$ cat src/hw/dvtmr_pkg.sv
package dvtmr_pkg;
    // command pins and mode register select
    localparam int ADDR_W = 18;
    localparam int SEL_W = 3;
    localparam logic [2:0] SEL_TRAIN = 3'h6;
    localparam logic [2:0] SEL_IGNORED = 3'h7;
    localparam int MODE_WORDS = 6;

    // reference_train_mode_register field layout
    localparam int VALUE_LSB = 0;
    localparam int VALUE_W = 6;
    localparam int RANGE_BIT = 6;
    localparam int ENABLE_BIT = 7;
    localparam int SPACING_LSB = 10;
    localparam int SPACING_W = 3;
    localparam logic [17:0] TRAIN_USED_MASK = 18'h01CFF;
    localparam logic [5:0] VALUE_MAX = 6'h32;
    localparam logic [2:0] SPACING_MAX = 3'h4;
    localparam logic [3:0] SPACING_BASE_NCK = 4'h4;

    // reference level in hundredths of a percent of output_supply_level
    localparam int LEVEL_W = 14;
    localparam logic [13:0] RANGE1_BASE = 14'h1770;
    localparam logic [13:0] RANGE2_BASE = 14'h1194;
    localparam logic [6:0] LEVEL_STEP = 7'h41;

    // controller register map, byte addresses
    localparam int AVS_ADDR_W = 8;
    localparam logic [7:0] REG_SETUP = 8'h00;
    localparam logic [7:0] REG_SPACING = 8'h04;
    localparam logic [7:0] REG_RAW = 8'h08;
    localparam logic [7:0] REG_COMMAND = 8'h0C;
    localparam logic [7:0] REG_STATUS = 8'h10;
    localparam int SETUP_W = 9;
    localparam int AUTO_ENABLE_BIT = 8;
    localparam logic [8:0] SETUP_RESET = 9'h100;
    localparam logic [2:0] SPACING_RESET = 3'h0;
    localparam int CMD_SEL_LSB = 0;
    localparam int CMD_STEP_LSB = 4;
    localparam logic [1:0] STEP_UP = 2'h1;
    localparam logic [1:0] STEP_DOWN = 2'h2;
    localparam int STAT_BUSY_BIT = 0;
    localparam int STAT_REFUSED_BIT = 1;

    // cycles from one mode register set to the next
    localparam int MRS_GAP_CYCLES = 24;
endpackage

$ cat src/hw/dvtmr_mrs_if.sv
`timescale 1ns/1ps
// command and address pins from controller to dram, one clock
interface dvtmr_mrs_if (
    input wire logic core_clk // shared command clock
);
    logic cs_n;
    logic act_n;
    logic ras_n;
    logic cas_n;
    logic we_n;
    logic [1:0] bg;
    logic [1:0] ba;
    logic [17:0] addr;

    modport dram (
        input core_clk, cs_n, act_n, ras_n, cas_n, we_n, bg, ba, addr
    );
    modport ctrl (
        input core_clk,
        output cs_n, act_n, ras_n, cas_n, we_n, bg, ba, addr
    );
endinterface

$ cat src/hw/dvtmr_dram.sv
`timescale 1ns/1ps
// Behaviour
// - ignore select 111, give no response
// - controller sends no reserved codes
// - controller zeroes reserved address bits
// - controller programs spacing for clock rate
// - device generates data reference internally
// - controller steps reference with repeated commands
// - controller sets training enable with value
// - bit 6 picks upper or lower span
// - fifty-one codes, 0.65% steps from base
// - accesses to ignored register change nothing
module dvtmr_dram (
    input wire logic core_clk, // device clock
    input wire logic reset_n, // async reset, active low
    dvtmr_mrs_if.dram mrs, // command pins from controller
    input wire logic [2:0] probe_select, // which stored mode word to show
    output logic train_enable, // training enable field
    output logic range_sel, // reference range field
    output logic [5:0] train_value, // reference value field
    output logic [2:0] spacing_code, // raw spacing field
    output logic [3:0] spacing_nck, // decoded spacing in clocks
    output logic spacing_valid, // spacing code is defined
    output logic [13:0] data_input_reference, // level, 0.01 percent units
    output logic reference_valid, // reference code is defined
    output logic reserved_code_seen, // last training write held reserved code
    output logic capture_pulse, // training register was just written
    output logic [7:0] ignored_count, // saturating count of ignored sets
    output logic [17:0] probe_word // stored word of probed register
);
    logic is_mrs;
    logic [2:0] sel;
    logic hit_train;
    logic hit_other;
    logic [13:0] dec_level;
    logic dec_valid;
    logic next_reserved;
    logic [17:0] mode_store [0:dvtmr_pkg::MODE_WORDS-1];
    logic hit_ignored;
    logic [17:0] train_word;

    // slices, ports and store are sized for these values
    generate
        if (dvtmr_pkg::MODE_WORDS != int'(dvtmr_pkg::SEL_TRAIN)) begin : g_bad_words
            $error("one store word per lower select");
        end
        if (dvtmr_pkg::SEL_W != 3 || dvtmr_pkg::SEL_IGNORED != 3'h7) begin : g_bad_sel
            $error("select must be three bits");
        end
        if (dvtmr_pkg::VALUE_W != 6 || dvtmr_pkg::SPACING_W != 3) begin : g_bad_fields
            $error("field widths do not match");
        end
        if (dvtmr_pkg::ADDR_W != 18 || dvtmr_pkg::LEVEL_W != 14) begin : g_bad_widths
            $error("opcode or level width wrong");
        end
        if ({1'b0, dvtmr_pkg::SPACING_BASE_NCK} + dvtmr_pkg::SPACING_MAX > 5'h0F) begin : g_nck
            $error("spacing count overflows");
        end
    endgenerate

    // command decode straight off the pins, same clock as controller
    // no flops in front: every pin is a controller flop
    assign is_mrs = !mrs.cs_n && mrs.act_n && !mrs.ras_n && !mrs.cas_n && !mrs.we_n;
    assign sel = {mrs.bg[0], mrs.ba};

    // select 111 reaches no register and raises nothing
    assign hit_train = is_mrs && (sel == dvtmr_pkg::SEL_TRAIN);
    assign hit_other = is_mrs && (sel < dvtmr_pkg::SEL_TRAIN);
    // one compare per select, so 111 feeds only the counter
    assign hit_ignored = is_mrs && (sel == dvtmr_pkg::SEL_IGNORED);

    // reserved field codes or nonzero reserved bits in the incoming word
    always_comb begin
        next_reserved = 1'b0;
        if (mrs.addr[dvtmr_pkg::VALUE_LSB +: dvtmr_pkg::VALUE_W] > dvtmr_pkg::VALUE_MAX) begin
            next_reserved = 1'b1;
        end
        if (mrs.addr[dvtmr_pkg::SPACING_LSB +: dvtmr_pkg::SPACING_W] >
            dvtmr_pkg::SPACING_MAX) begin
            next_reserved = 1'b1;
        end
        if ((mrs.addr & ~dvtmr_pkg::TRAIN_USED_MASK) != 18'h00000) begin
            next_reserved = 1'b1;
        end
    end

    // training fields, held until the next training register set
    always_ff @(posedge core_clk or negedge reset_n) begin
        if (!reset_n) begin
            train_enable <= 1'b0;
            range_sel <= 1'b0;
            train_value <= 6'h00;
        end else if (hit_train) begin
            train_enable <= mrs.addr[dvtmr_pkg::ENABLE_BIT];
            range_sel <= mrs.addr[dvtmr_pkg::RANGE_BIT];
            train_value <= mrs.addr[dvtmr_pkg::VALUE_LSB +: dvtmr_pkg::VALUE_W];
        end
    end

    // spacing field shares the same register word
    always_ff @(posedge core_clk or negedge reset_n) begin
        if (!reset_n) begin
            spacing_code <= 3'h0;
        end else if (hit_train) begin
            spacing_code <= mrs.addr[dvtmr_pkg::SPACING_LSB +: dvtmr_pkg::SPACING_W];
        end
    end

    // spacing decode; reserved codes keep the last defined clock count
    // a reserved code names no clock count to switch to
    always_ff @(posedge core_clk or negedge reset_n) begin
        if (!reset_n) begin
            spacing_nck <= dvtmr_pkg::SPACING_BASE_NCK;
            spacing_valid <= 1'b1;
        end else begin
            spacing_valid <= (spacing_code <= dvtmr_pkg::SPACING_MAX);
            if (spacing_code <= dvtmr_pkg::SPACING_MAX) begin
                spacing_nck <= dvtmr_pkg::SPACING_BASE_NCK + {1'b0, spacing_code};
            end
        end
    end

    // reference level decoder on the held fields
    dvtmr_ref_decode u_decode (
        .range_sel(range_sel),
        .code(train_value),
        .level(dec_level),
        .valid(dec_valid)
    );

    // internal reference, one cycle behind the held fields
    // registered so the level never shows the adder settling
    always_ff @(posedge core_clk or negedge reset_n) begin
        if (!reset_n) begin
            data_input_reference <= dvtmr_pkg::RANGE1_BASE;
            reference_valid <= 1'b1;
        end else begin
            data_input_reference <= dec_level;
            reference_valid <= dec_valid;
        end
    end

    // flags behaviour that is undefined, so a bench can see it happened
    // a level, not sticky: each training set rewrites it
    always_ff @(posedge core_clk or negedge reset_n) begin
        if (!reset_n) begin
            reserved_code_seen <= 1'b0;
        end else if (hit_train) begin
            reserved_code_seen <= next_reserved;
        end
    end

    // one-cycle strobe per accepted training write
    // lets a checker tie every field change to one set
    always_ff @(posedge core_clk or negedge reset_n) begin
        if (!reset_n) begin
            capture_pulse <= 1'b0;
        end else begin
            capture_pulse <= hit_train;
        end
    end

    // ignored sets are counted only for observation, nothing else moves
    // saturates so a long run never wraps back to zero
    always_ff @(posedge core_clk or negedge reset_n) begin
        if (!reset_n) begin
            ignored_count <= 8'h00;
        end else if (hit_ignored && (ignored_count != 8'hFF)) begin
            ignored_count <= ignored_count + 8'h01;
        end
    end

    // other mode registers kept whole; their fields are decoded elsewhere
    // indexed by select, so 111 can never land here
    always_ff @(posedge core_clk or negedge reset_n) begin
        if (!reset_n) begin
            for (int i = 0; i < dvtmr_pkg::MODE_WORDS; i++) begin
                mode_store[i] <= 18'h00000;
            end
        end else if (hit_other) begin
            mode_store[sel] <= mrs.addr;
        end
    end

    // training word rebuilt at its field positions, reserved bits zero
    always_comb begin
        train_word = 18'h00000;
        train_word[dvtmr_pkg::VALUE_LSB +: dvtmr_pkg::VALUE_W] = train_value;
        train_word[dvtmr_pkg::RANGE_BIT] = range_sel;
        train_word[dvtmr_pkg::ENABLE_BIT] = train_enable;
        train_word[dvtmr_pkg::SPACING_LSB +: dvtmr_pkg::SPACING_W] = spacing_code;
    end

    // probe read of the stored words; the training word is rebuilt
    always_ff @(posedge core_clk or negedge reset_n) begin
        if (!reset_n) begin
            probe_word <= 18'h00000;
        end else if (probe_select < dvtmr_pkg::SEL_TRAIN) begin
            probe_word <= mode_store[probe_select];
        end else if (probe_select == dvtmr_pkg::SEL_TRAIN) begin
            probe_word <= train_word;
        end else begin
            probe_word <= 18'h00000; // nothing is stored for select 111
        end
    end
endmodule

$ cat src/hw/dvtmr_ref_decode.sv
`timescale 1ns/1ps
// maps range and code to a reference level, combinational
module dvtmr_ref_decode (
    input wire logic range_sel, // 0 upper span, 1 lower span
    input wire logic [5:0] code, // training value
    output logic [13:0] level, // hundredths of a percent
    output logic valid // code within the fifty steps
);
    logic [12:0] offset;

    // base plus code times one step
    assign offset = {7'h00, code} * {6'h00, dvtmr_pkg::LEVEL_STEP};
    assign level = (range_sel ? dvtmr_pkg::RANGE2_BASE : dvtmr_pkg::RANGE1_BASE)
        + {1'b0, offset};
    assign valid = (code <= dvtmr_pkg::VALUE_MAX);
endmodule

$ cat src/flat_wrapper.sv
// flat-port wrapper written by rule: the top's interface ports become plain ports
module dvtmr_dram_flat 
  (core_clk, reset_n, probe_select, train_enable, range_sel, train_value, spacing_code, spacing_nck, spacing_valid, data_input_reference, reference_valid, reserved_code_seen, capture_pulse, ignored_count, probe_word, mrs_cs_n, mrs_act_n, mrs_ras_n, mrs_cas_n, mrs_we_n, mrs_bg, mrs_ba, mrs_addr);
  dvtmr_mrs_if mrs_i (.core_clk(core_clk));
  input wire logic core_clk;
  input wire logic reset_n;
  input wire logic [2:0] probe_select;
  output logic train_enable;
  output logic range_sel;
  output logic [5:0] train_value;
  output logic [2:0] spacing_code;
  output logic [3:0] spacing_nck;
  output logic spacing_valid;
  output logic [13:0] data_input_reference;
  output logic reference_valid;
  output logic reserved_code_seen;
  output logic capture_pulse;
  output logic [7:0] ignored_count;
  output logic [17:0] probe_word;
  input wire logic [$bits(mrs_i.cs_n)-1:0] mrs_cs_n;
  input wire logic [$bits(mrs_i.act_n)-1:0] mrs_act_n;
  input wire logic [$bits(mrs_i.ras_n)-1:0] mrs_ras_n;
  input wire logic [$bits(mrs_i.cas_n)-1:0] mrs_cas_n;
  input wire logic [$bits(mrs_i.we_n)-1:0] mrs_we_n;
  input wire logic [$bits(mrs_i.bg)-1:0] mrs_bg;
  input wire logic [$bits(mrs_i.ba)-1:0] mrs_ba;
  input wire logic [$bits(mrs_i.addr)-1:0] mrs_addr;
  assign mrs_i.cs_n = mrs_cs_n;
  assign mrs_i.act_n = mrs_act_n;
  assign mrs_i.ras_n = mrs_ras_n;
  assign mrs_i.cas_n = mrs_cas_n;
  assign mrs_i.we_n = mrs_we_n;
  assign mrs_i.bg = mrs_bg;
  assign mrs_i.ba = mrs_ba;
  assign mrs_i.addr = mrs_addr;
  dvtmr_dram u_core (.core_clk(core_clk), .reset_n(reset_n), .mrs(mrs_i), .probe_select(probe_select), .train_enable(train_enable), .range_sel(range_sel), .train_value(train_value), .spacing_code(spacing_code), .spacing_nck(spacing_nck), .spacing_valid(spacing_valid), .data_input_reference(data_input_reference), .reference_valid(reference_valid), .reserved_code_seen(reserved_code_seen), .capture_pulse(capture_pulse), .ignored_count(ignored_count), .probe_word(probe_word));
endmodule
$ cat config.mk
export PLATFORM = sky130hd
export DESIGN_NAME = dvtmr_dram_flat
export DESIGN_NICKNAME = d
export VERILOG_FILES = /design/src/hw/dvtmr_pkg.sv /design/src/hw/dvtmr_mrs_if.sv /design/src/hw/dvtmr_dram.sv /design/src/hw/dvtmr_ref_decode.sv /design/src/flat_wrapper.sv
export SDC_FILE = /design/constraint.sdc
export NUM_CORES = 1
export LEC_CHECK = 0
export BUFFER_PORTS_ARGS = -buffer_cell sky130_fd_sc_hd__clkbuf_2
export CAP_MARGIN = 20
export CELL_PAD_IN_SITES_DETAIL_PLACEMENT = 1
export CELL_PAD_IN_SITES_GLOBAL_PLACEMENT = 1
export CORE_ASPECT_RATIO = 2
export CORE_MARGIN = 3
export CORE_UTILIZATION = 52
export CTS_BUF_LIST = sky130_fd_sc_hd__clkbuf_16
export CTS_CLUSTER_DIAMETER = 120
export DETAILED_ROUTE_END_ITERATION = 8
export MAX_ROUTING_LAYER = met4
export PLACE_DENSITY_LB_ADDON = 0.1
export SKIP_LAST_GASP = 1
export SYNTH_ARGS = -nofsm -noshare
export SYNTH_HDL_FRONTEND = slang
export SYNTH_SLANG_ARGS = --single-unit
$ cat constraint.sdc
create_clock -name core_clk -period 4.45 [get_ports core_clk]
set_input_delay 0 -clock core_clk [delete_from_list [all_inputs] [get_ports core_clk]]
set_output_delay 0 -clock core_clk [all_outputs]
set_load 0.01 [all_outputs]
==> flow_metrics.tcl <==
set metrics [dict create \
    insertion_delay_ns 0.42 \
    ys.flop_type "dfrtp_1" \
    synth_top_area_share_pct 52.7 \
    instances_no_fill 831 \
    crit_fanout 7 \
    sequentialPowerShare_pct 46.3 \
    p_sw_share_pct 24.6 \
    power_switching_uw 925 \
    antenna_cells 0 \
    async_reset_ff_share_pct 100 \
    p_total_mw 3.76 \
    wl_per_cell_um 20.6 \
    hold_viol 0 \
    cp-start-kind "flop" \
    antenna_found_initial 0 \
    cp_cell_sequence "ha_1 -> ha_1 -> inv_1 -> fa_1 -> inv_1 -> ha_1 -> a21oi_1 -> a21boi_0 -> o311a_1 -> or2_2" \
    outcome "completed" \
    synthMuxAreaShare_pct 27.1 \
    crit_family "adder cells" \
    power_density_mw_per_mm2 424 \
    ys_seq_elements 167 \
    yosys_warnings 0 \
    power.share.combinational_pct 12.4 \
    skew_ns 0.0112 \
    port_buffers 89 \
    ff2ff_setup_slack_ns 1.51 \
    grt_setup_unrepaired "no" \
    drt-pass1-iter-count 5 \
    die_x_um 90.7 \
    dr.first_iter.drc_count 222 \
    power.static_leakage_nw 4.44 \
    numClockSinks 167 \
    finalSetupViolCount 0 \
    grt_pass1_wl_um 28800 \
    grt-ovfl-total 0 \
    crit_slowest_cell "dfrtp_1" \
    place_area_mm2 0.00806 \
    ys_types 45 \
    ir_drop_uv 331 \
    grt_pass1_vias 5337 \
    track_usage_pct 23.9 \
    min_from "mrs_ba[1]" \
    area_growth_pct 19.0 \
    arrival_ns 3.24 \
    die_h_um 175 \
    placed_cells 780 \
    hpwl_um 11500 \
    final_util_pct 63.5 \
    cp-startpoint "u_core.train_value[4]" \
    viasPerCell 5.59 \
    max_stage_delay_ns 0.51 \
    drv_slew 0 \
    tightest_slew_ns 1.03 \
    fin_crit_ns 2.94 \
    synth_top_family_by_area "multiplexers" \
    drv_cap 0 \
    cts_tree "built" \
    synth_xor_area_share_pct 1.53 \
    numCtsBuffers 17 \
    design_area_mm2 0.00887 \
    synth-seq-area-share_pct 56.2 \
    r2r_start "u_core.train_value[4]" \
    drive_gt1_share_pct 44.1 \
    nets 680 \
    synth_area_leader_cell "dfrtp_1" \
    yosys-top-cells-area "dfrtp_1 (53%), mux2_2 (15%), mux4_2 (5.4%), mux2_4 (4.0%), dfstp_2 (3.5%)" \
    clk_pin_slew_ns 0.07 \
    synth.most_common_cell "dfrtp_1" \
    final_antenna_net_count 0 \
    fin_crit_sh_pct 66.0 \
    netlist_area_mm2 0.00746 \
    grt_max_degree 86 \
    synthAdderAreaFrac_pct 3.39 \
    cts_max_level 4 \
    critPathBufInv 2 \
    clkPwrFrac_pct 41.4 \
    wirelength_um 17100 \
    synth_edf_count 0 \
    critical_path_class "flop to flop" \
    worstSetupEndpointType "flop" \
    syn-instance-count 519 \
    syn_avg_cell_area_um2 14.4 \
    clock_path_buffers 2 \
    cp.required_ns 4.75 \
    internal-power_mw 2.84 \
    fp.coreArea_mm2 0.0140 \
    routabilityCongestion 0.769 \
    num_vias 4645 \
    rows 61 \
    hold_class "primary input to flop" \
    drt_drc_violations_left 0 \
    synth_compound_area_share_pct 3.91 \
    initial_utilization_pct 53.4 \
    crit_top_cell "ha_1" \
    syn_nets 570 \
    die-area_mm2 0.0159 \
    post_synth_and_or_nand_nor_area_fraction_pct 4.61 \
    tns_ns 0 \
    clockRootBuffer "clkbuf_16" \
    fmax_mhz 340 \
    synth_common_cells "dfrtp_1 (157), mux2_2 (101), a21oi_1 (29), nor2_1 (27), mux2_4 (20)" \
    pin_count 91 \
    maxSlewHeadroom_pct 31.4 \
]
-- power by group through the flow --
stage | combinational [mW] | clock [mW] | sequential [mW]
after CTS | 0.475 | 1.59 | 1.74
after global routing | 0.516 | 1.67 | 1.76
after floorplan | 0.258 | 0 | 1.77
final | 0.466 | 1.56 | 1.74
after global placement | 0.438 | 0 | 1.75
after detailed placement | 0.458 | 0 | 1.77
-- layout make-up --
cell class                 instances  area, um2
clock buffer                      17        425
clock inverter                    15        201
fill                            1374       5090
inverter                          18       67.6
multi-input combinational        307       3040
sequential                       167       4190
tap                              189        236
timing repair buffer             118        717
-- flip-flops by register name (all words and copies together) (netlist names) --
name                         count
u_core.mode_store              108
u_core.range_sel                 1
u_core.reference_valid           1
u_core.spacing_code              3
u_core.ignored_count             8
u_core.train_enable              1
u_core.spacing_valid             1
u_core.reserved_code_seen        1
u_core.train_value               6
u_core.spacing_nck               4
u_core.data_input_reference     14
u_core.probe_word               18
u_core.capture_pulse             1
-- timing repair --
item / in CTS / in global routing
buffers inserted: 0 / 0
hold buffers: 19 / 0
gates resized for setup: 0 / 0
endpoints found under the hold margin: 195 / 0
-- cells in the final DEF (no fill, tap or decap), types with 3 or more instances in the layout --
| cell type | netlist | routed |
|---|---|---|
| clkinvlp_4 | 0 | 3 |
| clkbuf_2 | 0 | 88 |
| mux2_4 | 20 | 20 |
| inv_1 | 18 | 19 |
| xnor2_1 | 5 | 5 |
| nor2_1 | 27 | 27 |
| or3b_1 | 3 | 3 |
| dfstp_2 | 10 | 10 |
| buf_4 | 2 | 10 |
| o21ai_0 | 3 | 3 |
| nand4_1 | 3 | 3 |
| clkbuf_16 | 0 | 17 |
| dlygate4sd3_1 | 0 | 19 |
| dfrtp_1 | 157 | 157 |
| xor2_1 | 8 | 8 |
| nand3_1 | 4 | 4 |
| mux2i_1 | 18 | 18 |
| nand2_1 | 8 | 8 |
| mux4_2 | 18 | 18 |
| ha_1 | 17 | 17 |
| mux2_2 | 101 | 101 |
| nor4_1 | 5 | 5 |
| o22ai_1 | 7 | 7 |
| a21oi_1 | 29 | 29 |
| nor3_1 | 7 | 7 |
| bufinv_16 | 0 | 4 |
-- logic make-up (layout without fill, tap and decap cells) --
kind of cell | after synthesis | after routing
fa+ha+maj | 19 | 19
flops | 167 | 167
xor+xnor | 13 | 13
compound gates | 50 | 50
buf+inv | 45 | 168
simple gates | 68 | 68
mux | 157 | 157
-- stage by stage --
step	setup WS (ns)	hold slack (ns)
3_5_place_dp	1.51	0.108
3_3_place_gp	1.57	0.0910
2_1_floorplan	1.81	-0.296
6_report	1.51	0.116
5_1_grt	1.33	0.108
4_1_cts	1.49	0.101
-- worst register-to-register path, cell delays in order (launching register included) --
cell      delay [ns]
dfrtp_1         0.51
ha_1            0.24
ha_1            0.15
inv_1           0.04
fa_1            0.47
inv_1           0.04
ha_1            0.35
a21oi_1         0.16
a21boi_0        0.21
o311a_1         0.36
or2_2           0.28
-- worst paths after layout --
| path | to | depth (start not counted) |
|---|---|---|
| min in group asynchronous | u_core.data_input_reference[3] | 2 |
| worst max-delay path | u_core.data_input_reference[13] | 10 |
| worst min register to register | u_core.spacing_nck[3] | 1 |
| max in group asynchronous | u_core.mode_store[48] | 3 |
| worst max register to register | u_core.data_input_reference[13] | 10 |
| worst min-delay path | u_core.capture_pulse | 4 |
-- routing by layer --
layer	global-route usage, %	wire (um)	vias to the layer above
met4	8.50	373	0
met2	43.0	9820	107
met1	26.9	6450	2434
li1	-	-	2078
met3	3.56	462	26
met5	-	0	-
Power figures use the tool's default switching activity.
